==> config.mk <==
export PLATFORM = sky130hd
export DESIGN_NAME = temo_match_out
export DESIGN_NICKNAME = d
export VERILOG_FILES = /design/src/rtl/temo_pkg.sv /design/src/rtl/temo_match_out.sv
export SDC_FILE = /design/constraint.sdc
export NUM_CORES = 1
export LEC_CHECK = 0
export BUFFER_PORTS_ARGS = -buffer_cell sky130_fd_sc_hd__buf_2
export CORE_AREA = 2 2 133 135
export CTS_BUF_LIST = sky130_fd_sc_hd__clkbuf_4
export DETAILED_ROUTE_END_ITERATION = 6
export DIE_AREA = 0 0 135 137
export PLACE_DENSITY = 0.62
export SLEW_MARGIN = 20
export SYNTH_ARGS = -nofsm -noshare
export SYNTH_HDL_FRONTEND = slang
export SYNTH_SLANG_ARGS = --single-unit
export TNS_END_PERCENT = 10
==> constraint.sdc <==
create_clock -name CORE_CLK -period 2.4 [get_ports CORE_CLK]
set_clock_uncertainty 0.15 [all_clocks]
set_input_delay 0 -clock CORE_CLK [delete_from_list [all_inputs] [get_ports CORE_CLK]]
set_output_delay 0 -clock CORE_CLK [all_outputs]
set_load 0.02 [all_outputs]
==> src/rtl/temo_pkg.sv <==
// package for the timer external match output stage
package temo_pkg;
  localparam int NUM_CH = 4;
  localparam int DATA_W = 32;
  localparam int ADDR_W = 32;
  // register byte addresses
  localparam logic [ADDR_W-1:0] MATCH_OUTPUT_CONTROL_ADDR = 32'h4001403c;
  // field positions
  localparam int LEVEL_LSB = 0;
  localparam int ACTION_LSB = 4;
  localparam int ACTION_W = 2;
  localparam int USED_BITS = 12;
  // reset values
  localparam logic [3:0] LEVEL_RESET = 4'h0;
  localparam logic [7:0] ACTION_RESET = 8'h00;
  // axi responses
  localparam logic [1:0] RESP_OKAY = 2'h0;
  localparam logic [1:0] RESP_SLVERR = 2'h2;

  // match action encodings
  typedef enum logic [1:0] {
    TEMO_ACT_NONE = 2'b00,
    TEMO_ACT_CLEAR = 2'b01,
    TEMO_ACT_SET = 2'b10,
    TEMO_ACT_TOGGLE = 2'b11
  } temo_action_t;

  // write state of the bus slave
  typedef enum logic [1:0] {
    TEMO_WR_IDLE = 2'b00,
    TEMO_WR_RESP = 2'b01
  } temo_wr_state_t;

  // write request carrier
  typedef struct packed {
    logic [ADDR_W-1:0] addr;
    logic [DATA_W-1:0] data;
    logic [3:0] strb;
  } temo_wreq_t;
endpackage : temo_pkg

==> src/rtl/temo_match_out.sv <==
// timer external match output stage with axi4-lite register slave
`timescale 1ns/1ps
module temo_match_out
  import temo_pkg::*;
#(
  parameter int CH = NUM_CH
) (
  input wire logic CORE_CLK,
  input wire logic RST,
  input wire logic [31:0] TIMER_COUNT_VALUE,
  input wire logic [31:0] COMPARE_VALUE_0,
  input wire logic [31:0] COMPARE_VALUE_1,
  input wire logic [31:0] COMPARE_VALUE_2,
  input wire logic [31:0] COMPARE_VALUE_3,
  input wire logic [3:0] MATCH_EVENT_EN,
  input wire logic [3:0] PWM_CHANNEL_ENABLE,
  input wire logic [3:0] PWM_LEVEL,
  input wire logic [3:0] PIN_FUNCTION_SELECT,
  output logic [3:0] MATCH_PIN_OUT,
  output logic [3:0] MATCH_PIN_OE,
  input wire logic [31:0] S_AXI_AWADDR,
  input wire logic [2:0] S_AXI_AWPROT,
  input wire logic S_AXI_AWVALID,
  output logic S_AXI_AWREADY,
  input wire logic [31:0] S_AXI_WDATA,
  input wire logic [3:0] S_AXI_WSTRB,
  input wire logic S_AXI_WVALID,
  output logic S_AXI_WREADY,
  output logic [1:0] S_AXI_BRESP,
  output logic S_AXI_BVALID,
  input wire logic S_AXI_BREADY,
  input wire logic [31:0] S_AXI_ARADDR,
  input wire logic [2:0] S_AXI_ARPROT,
  input wire logic S_AXI_ARVALID,
  output logic S_AXI_ARREADY,
  output logic [31:0] S_AXI_RDATA,
  output logic [1:0] S_AXI_RRESP,
  output logic S_AXI_RVALID,
  input wire logic S_AXI_RREADY
);

  // the logic is written for exactly four channels
  if (CH != NUM_CH) begin : g_bad_ch
    $error("temo_match_out supports exactly four channels");
  end

  // applies one action code to a level
  function automatic logic apply_action(input logic [1:0] act,
                                        input logic lvl);
    case (act)
      TEMO_ACT_NONE: apply_action = lvl;
      TEMO_ACT_CLEAR: apply_action = 1'b0;
      TEMO_ACT_SET: apply_action = 1'b1;
      TEMO_ACT_TOGGLE: apply_action = ~lvl;
      default: apply_action = lvl;
    endcase
  endfunction : apply_action

  // address decode shared by read and write side
  function automatic logic hit_reg(input logic [31:0] a);
    hit_reg = (a[31:2] == MATCH_OUTPUT_CONTROL_ADDR[31:2]);
  endfunction : hit_reg

  logic [3:0] level_q;
  logic [3:0] level_d;
  logic [7:0] action_q;
  logic [3:0] match_eq;
  logic [31:0] cmp [4];
  logic [3:0] level_next;

  // latched write halves; address and data may come in either order
  temo_wreq_t wreq_q;
  logic aw_have_q;
  logic w_have_q;
  temo_wr_state_t wr_state_q;
  logic wr_fire;
  logic wr_hit;

  assign cmp[0] = COMPARE_VALUE_0;
  assign cmp[1] = COMPARE_VALUE_1;
  assign cmp[2] = COMPARE_VALUE_2;
  assign cmp[3] = COMPARE_VALUE_3;

  // per-channel equality and next level
  for (genvar i = 0; i < 4; i++) begin : g_ch
    logic [1:0] act;
    logic lvl_match;
    assign match_eq[i] = MATCH_EVENT_EN[i] &&
                         (TIMER_COUNT_VALUE == cmp[i]);
    assign act = action_q[ACTION_LSB - 4 + 2*i +: ACTION_W];
    assign lvl_match = match_eq[i] ? apply_action(act, level_q[i])
                                   : level_q[i];
    // pwm overrides the action behaviour for this channel
    assign level_d[i] = PWM_CHANNEL_ENABLE[i] ? PWM_LEVEL[i]
                                              : lvl_match;
  end
  // full next level with any software write merged in; the pins use it
  // too, so a pin never lags its level by a cycle after a write
  always_comb begin
    level_next = level_d;
    if (wr_fire && wr_hit && wreq_q.strb[0]) begin
      for (int i = 0; i < 4; i++) begin
        // a match or pwm in the write cycle beats the written value
        if (!match_eq[i] && !PWM_CHANNEL_ENABLE[i]) begin
          level_next[i] = wreq_q.data[LEVEL_LSB + i];
        end
      end
    end
  end

  assign wr_fire = aw_have_q && w_have_q && (wr_state_q == TEMO_WR_IDLE);
  assign wr_hit = hit_reg(wreq_q.addr);

  // level bits; a counter event is never lost to a software write
  always_ff @(posedge CORE_CLK) begin
    if (RST) begin
      level_q <= LEVEL_RESET;
    end else begin
      level_q <= level_next;
    end
  end

  // action fields, loaded straight from the bus
  always_ff @(posedge CORE_CLK) begin
    if (RST) begin
      action_q <= ACTION_RESET;
    end else if (wr_fire && wr_hit) begin
      if (wreq_q.strb[0]) begin
        action_q[3:0] <= wreq_q.data[7:4];
      end
      if (wreq_q.strb[1]) begin
        action_q[7:4] <= wreq_q.data[11:8];
      end
    end
  end

  // pins driven from registers; enable follows the pin function
  always_ff @(posedge CORE_CLK) begin
    if (RST) begin
      MATCH_PIN_OUT <= 4'h0;
      MATCH_PIN_OE <= 4'h0;
    end else begin
      MATCH_PIN_OUT <= level_next & PIN_FUNCTION_SELECT;
      MATCH_PIN_OE <= PIN_FUNCTION_SELECT;
    end
  end

  // write address and data capture in one process, since both halves
  // land in the same carrier and it must have a single driver
  always_ff @(posedge CORE_CLK) begin
    if (RST) begin
      aw_have_q <= 1'b0;
      w_have_q <= 1'b0;
      wreq_q <= '0;
    end else begin
      if (S_AXI_AWVALID && S_AXI_AWREADY) begin
        aw_have_q <= 1'b1;
        wreq_q.addr <= S_AXI_AWADDR;
      end else if (wr_fire) begin
        aw_have_q <= 1'b0;
      end
      if (S_AXI_WVALID && S_AXI_WREADY) begin
        w_have_q <= 1'b1;
        wreq_q.data <= S_AXI_WDATA;
        wreq_q.strb <= S_AXI_WSTRB;
      end else if (wr_fire) begin
        w_have_q <= 1'b0;
      end
    end
  end

  assign S_AXI_AWREADY = !aw_have_q && (wr_state_q == TEMO_WR_IDLE);
  assign S_AXI_WREADY = !w_have_q && (wr_state_q == TEMO_WR_IDLE);

  // write response; unmapped addresses answer slverr
  always_ff @(posedge CORE_CLK) begin
    if (RST) begin
      wr_state_q <= TEMO_WR_IDLE;
      S_AXI_BVALID <= 1'b0;
      S_AXI_BRESP <= RESP_OKAY;
    end else begin
      case (wr_state_q)
        TEMO_WR_IDLE: begin
          if (wr_fire) begin
            wr_state_q <= TEMO_WR_RESP;
            S_AXI_BVALID <= 1'b1;
            S_AXI_BRESP <= wr_hit ? RESP_OKAY : RESP_SLVERR;
          end
        end
        TEMO_WR_RESP: begin
          if (S_AXI_BREADY) begin
            wr_state_q <= TEMO_WR_IDLE;
            S_AXI_BVALID <= 1'b0;
          end
        end
        default: begin
          wr_state_q <= TEMO_WR_IDLE;
          S_AXI_BVALID <= 1'b0;
        end
      endcase
    end
  end

  assign S_AXI_ARREADY = !S_AXI_RVALID;

  // read path; upper bits read zero, software must not rely on them
  always_ff @(posedge CORE_CLK) begin
    if (RST) begin
      S_AXI_RVALID <= 1'b0;
      S_AXI_RDATA <= 32'h0;
      S_AXI_RRESP <= RESP_OKAY;
    end else if (S_AXI_ARVALID && S_AXI_ARREADY) begin
      S_AXI_RVALID <= 1'b1;
      if (hit_reg(S_AXI_ARADDR)) begin
        S_AXI_RDATA <= {20'h0, action_q, level_q};
        S_AXI_RRESP <= RESP_OKAY;
      end else begin
        S_AXI_RDATA <= 32'h0;
        S_AXI_RRESP <= RESP_SLVERR;
      end
    end else if (S_AXI_RVALID && S_AXI_RREADY) begin
      S_AXI_RVALID <= 1'b0;
    end
  end

  // assertions
  a_clear_action: assert property (
    @(posedge CORE_CLK) disable iff (RST)
    match_eq[0] && !PWM_CHANNEL_ENABLE[0] && action_q[1:0] == 2'h1
    |=> !level_q[0])
    else $error("clear action did not clear channel 0");
  a_set_action: assert property (
    @(posedge CORE_CLK) disable iff (RST)
    match_eq[1] && !PWM_CHANNEL_ENABLE[1] && action_q[3:2] == 2'h2
    |=> level_q[1])
    else $error("set action did not set channel 1");
  a_toggle_action: assert property (
    @(posedge CORE_CLK) disable iff (RST)
    match_eq[2] && !PWM_CHANNEL_ENABLE[2] && action_q[5:4] == 2'h3
    |=> level_q[2] != $past(level_q[2]))
    else $error("toggle action did not toggle channel 2");
  a_none_action: assert property (
    @(posedge CORE_CLK) disable iff (RST)
    match_eq[3] && !PWM_CHANNEL_ENABLE[3] && action_q[7:6] == 2'h0 &&
    !wr_fire |=> $stable(level_q[3]))
    else $error("idle action changed channel 3");
  a_ch0_hold: assert property (
    @(posedge CORE_CLK) disable iff (RST)
    !match_eq[0] && !PWM_CHANNEL_ENABLE[0] && !wr_fire
    |=> $stable(level_q[0]))
    else $error("channel 0 moved without a match");
  a_pin_drive: assert property (
    @(posedge CORE_CLK) disable iff (RST)
    ##1 MATCH_PIN_OE[0] |-> MATCH_PIN_OUT[0] == level_q[0])
    else $error("pin 0 does not follow its level");
  a_pwm_override: assert property (
    @(posedge CORE_CLK) disable iff (RST)
    PWM_CHANNEL_ENABLE[1] |=> level_q[1] == $past(PWM_LEVEL[1]))
    else $error("pwm level not followed on channel 1");
  a_reset_state: assert property (
    @(posedge CORE_CLK)
    RST |=> level_q == 4'h0 && action_q == 8'h00)
    else $error("reset did not clear the register");
  a_write_load: assert property (
    @(posedge CORE_CLK) disable iff (RST)
    wr_fire && wr_hit && wreq_q.strb[1]
    |=> action_q[7:4] == $past(wreq_q.data[11:8]))
    else $error("write did not load actions");
  a_read_level: assert property (
    @(posedge CORE_CLK) disable iff (RST)
    S_AXI_ARVALID && S_AXI_ARREADY && hit_reg(S_AXI_ARADDR)
    |=> S_AXI_RDATA[3:0] == $past(level_q))
    else $error("read did not return levels");
  a_read_action: assert property (
    @(posedge CORE_CLK) disable iff (RST)
    S_AXI_ARVALID && S_AXI_ARREADY && hit_reg(S_AXI_ARADDR)
    |=> S_AXI_RDATA[11:4] == $past(action_q))
    else $error("read did not return actions");
  a_write_level: assert property (
    @(posedge CORE_CLK) disable iff (RST)
    wr_fire && wr_hit && wreq_q.strb[0] && !match_eq[2] &&
    !PWM_CHANNEL_ENABLE[2] |=> level_q[2] == $past(wreq_q.data[2]))
    else $error("write did not load level 2");
  // every selected pin, not only pin 0, must show its level
  a_pin_all: assert property (
    @(posedge CORE_CLK) disable iff (RST)
    (MATCH_PIN_OUT & MATCH_PIN_OE) == (level_q & MATCH_PIN_OE))
    else $error("a selected pin does not follow its level");
  a_pin_idle: assert property (
    @(posedge CORE_CLK) disable iff (RST)
    (MATCH_PIN_OUT & ~MATCH_PIN_OE) == 4'h0)
    else $error("an unselected pin is driven high");
  a_reset_pins: assert property (
    @(posedge CORE_CLK)
    RST |=> MATCH_PIN_OUT == 4'h0 && MATCH_PIN_OE == 4'h0)
    else $error("reset did not release the pins");

endmodule : temo_match_out

==> results.cfg <==
[floorplan]
core-area_sq_um = 17100
ios = 338
die_x_um = 135
row_count = 48
die-area_sq_um = 18500
start_util = 0.276
die_h_um = 137

[finish]
multi_input_area_sq_um = 2830
final_nets = 1250
drive_gt1_frac = 0.323
seq_area_sq_um = 1640
syn_to_final_growth_pct = 61.0
final_cell_count_no_fill = 1191
fin_area_sq_um = 7570
fill_cells = 1703

[drt]
wire_per_inst_um = 16.1
finalWirelength_um = 19100
drt-initial-drc-count = 230
dr.pass1.iters = 4
route.met2.wl_um = 9010
antenna_left = 0
wirelength_met1_um = 8450
top_layer = met5
remaining_drc_errors = 0
via_per_inst = 4.51
wl_met3_um = 1240
vias = 5371

[clock_network]
htreeDepth = 3
cts.sinks = 82
insertion_delay_ns = 0.43
cts_max_path_buffers = 2
cts_setup_buffers = 0
numCtsBuffers = 9
clkTransAtPathRegs_ns = 0.12
cts_tree = built
clock_tree.root_cell = clkbuf_4

[placement]
port_buffers = 283
dpl_cell_area_sq_um = 6250
place.gp.congestion = 0.974
dp_hpwl_um = 14800
dp_cells = 1054

[outcome]
status = finished, final reports clean

[sta]
setup_tns_ns = 0
final-setup-viol-count = 0
post-route-min-period_ns = 2.18
hold_slack_ns = 0.0334
slew_headroom = 0.589
rsz0062_at_grt = false
fmax_mhz = 458
period_share = 0.909
worst_pin_slew_ns = 0.615
finalHoldViolCount = 0
drv_slew = 0

[setup_path]
slowest_stage = dlygate4sd3_1
crit_type = primary input to register
worst_r2r_endpoint = wreq_q[6]
arrival_ns = 2.40
reg2regPathDepth = 5
cp.buffers_inverters = 3
endpoint_kind = register
required_ns = 2.61
cpMostUsedCell = dlygate4sd3_1
critical-path-top-delay-family = buffers and inverters
crit_chain = dlygate4sd3_1, buf_2, xnor2_1, nand4_1, dlygate4sd3_1, nor4_2, nand3_1, a21o_1, a21boi_1
setup.worst_path.start = COMPARE_VALUE_0[28]
ff2ff_setup_slack_ns = 0.27
cp-start-kind = primary input
path_max_fanout = 2
slowest_delay_ns = 0.58
reg2reg_from = S_AXI_BVALID

[yosys]
yosys_register_bits = 82
synth_edf_count = 0
syn_inst = 573
syn_area_sq_um = 4700
async_reset_ff_frac = 0
ys.flop_type = dfxtp_1
seq_area_frac_synth = 0.349
yosysWarningCount = 0
synthDistinctLibCells = 32
syn_avg_cell_area_sq_um = 8.20

[power]
p_leak_nw = 3.33
power.density_nw_per_um2 = 411
peakVddDrop_v = 0.000224

[global_routing]
grt_usage = 0.200
grt_pass1_wl_um = 27700
grt.overflow.total = 0
grt_start_max_net_pins = 35
antenna_found_initial = 4
grt_pass1_vias = 5260

[min_path]
worstHoldStart = COMPARE_VALUE_0[12]
whs_endpoint = level_q[0]
holdCritPathClass = primary input to register
hold_depth = 7

[run]
cap_violations = 0
-- worst reg2reg max path, delay by kind of cell, from the launching register on --
kind	cells	cell delay, ns
DFF	1	0.38
buffers and inverters	1	0.58
and+or+nand+nor	3	0.84
AOI/OAI and AO/OA	1	0.08
-- how the worst max path moves through the flow --
stage	endpoint	cells past startpoint
after floorplan	level_q[3]	6
final	MATCH_PIN_OUT[0]	9
after CTS	MATCH_PIN_OUT[0]	9
after detailed placement	level_q[3]	7
after global placement	level_q[1]	7
after global routing	wreq_q[4]	5
-- synth_stat cells (12+ instances only) --
library cell | count | area share
a21oi_1 | 53 | 0.056
nor2_1 | 25 | 0.020
xor2_1 | 17 | 0.032
nor4_1 | 12 | 0.016
dfxtp_1 | 82 | 0.35
mux2i_1 | 12 | 0.026
a22oi_1 | 12 | 0.019
nand2_1 | 100 | 0.080
buf_4 | 22 | 0.035
nand4_1 | 27 | 0.036
xnor2_1 | 111 | 0.21
clkbuf_1 | 32 | 0.026
-- final cells by class --
type                       instances  share of cell area
multi-input combinational        450               0.374
sequential                        82               0.217
clock inverter                     4             0.00281
clock buffer                      10             0.00992
inverter                           5             0.00248
tap                              225              0.0372
timing repair buffer             413               0.356
antenna                            2            0.000661
-- cells by family after synthesis --
family,Yosys count,share of synthesized area
simple gates,205,0.216
xor+xnor,128,0.238
compound gates,83,0.103
flops,82,0.349
buf+inv,62,0.0671
mux,12,0.0256
other cells,1,0.000798
-- where the power goes --
group	leakage (nW)	internal (mW)	switching (mW)	total, mW
sequential	0.671	1.43	0.0403	1.47
clock	0.0556	0.207	0.459	0.667
combinational	2.61	0.512	0.461	0.973
total	3.33	2.15	0.960	3.11
-- registers in the layout, summed over array words and instances, names as in the netlist --
signal and cells:
MATCH_PIN_OE 4, MATCH_PIN_OUT 4, S_AXI_BRESP 1, S_AXI_BVALID 1
S_AXI_RDATA 12, S_AXI_RRESP 1, S_AXI_RVALID 1, action_q 8
aw_have_q 1, level_q 4, w_have_q 1, wreq_q 44
-- what timing repair did --
| item | 4_1_cts | 5_1_grt |
|---|---|---|
| gates resized for setup | 0 | 1 |
| setup endpoints to repair | 0 | 2 |
| hold buffers | 120 | 1 |
| endpoints found under the hold margin | 70 | 2 |
-- stage by stage --
step	total power [mW]	utilization	setup slack [ns]
6_report	3.11	0.444	0.218
3_3_place_gp	2.29	0.366	0.292
2_1_floorplan	1.95	-	0.362
3_5_place_dp	2.30	0.366	0.269
5_1_grt	3.29	0.444	0.129
4_1_cts	3.13	0.442	0.116
-- layout by cell type (no fill, tap or decap), types with 5 or more instances in the layout --
cell / instances
dfxtp_1: 82
clkbuf_4: 10
nand3_1: 9
dlygate4sd3_1: 121
nor4_1: 11
buf_2: 283
a21oi_1: 53
xnor2_1: 111
xor2_1: 17
mux2i_1: 12
a22oi_1: 12
nor4_2: 5
inv_1: 5
o21ai_0: 6
nand4_1: 27
nand2_1: 100
buf_4: 9
conb_1: 22
nor2_1: 25
nor3_1: 7
-- layer usage --
metal	up-vias	track usage
met1	2449	0.257
met2	221	0.337
li1	2664	-
met5	-	0
met3	33	0.0407
met4	4	0.0631
Power figures use the tool's default switching activity.
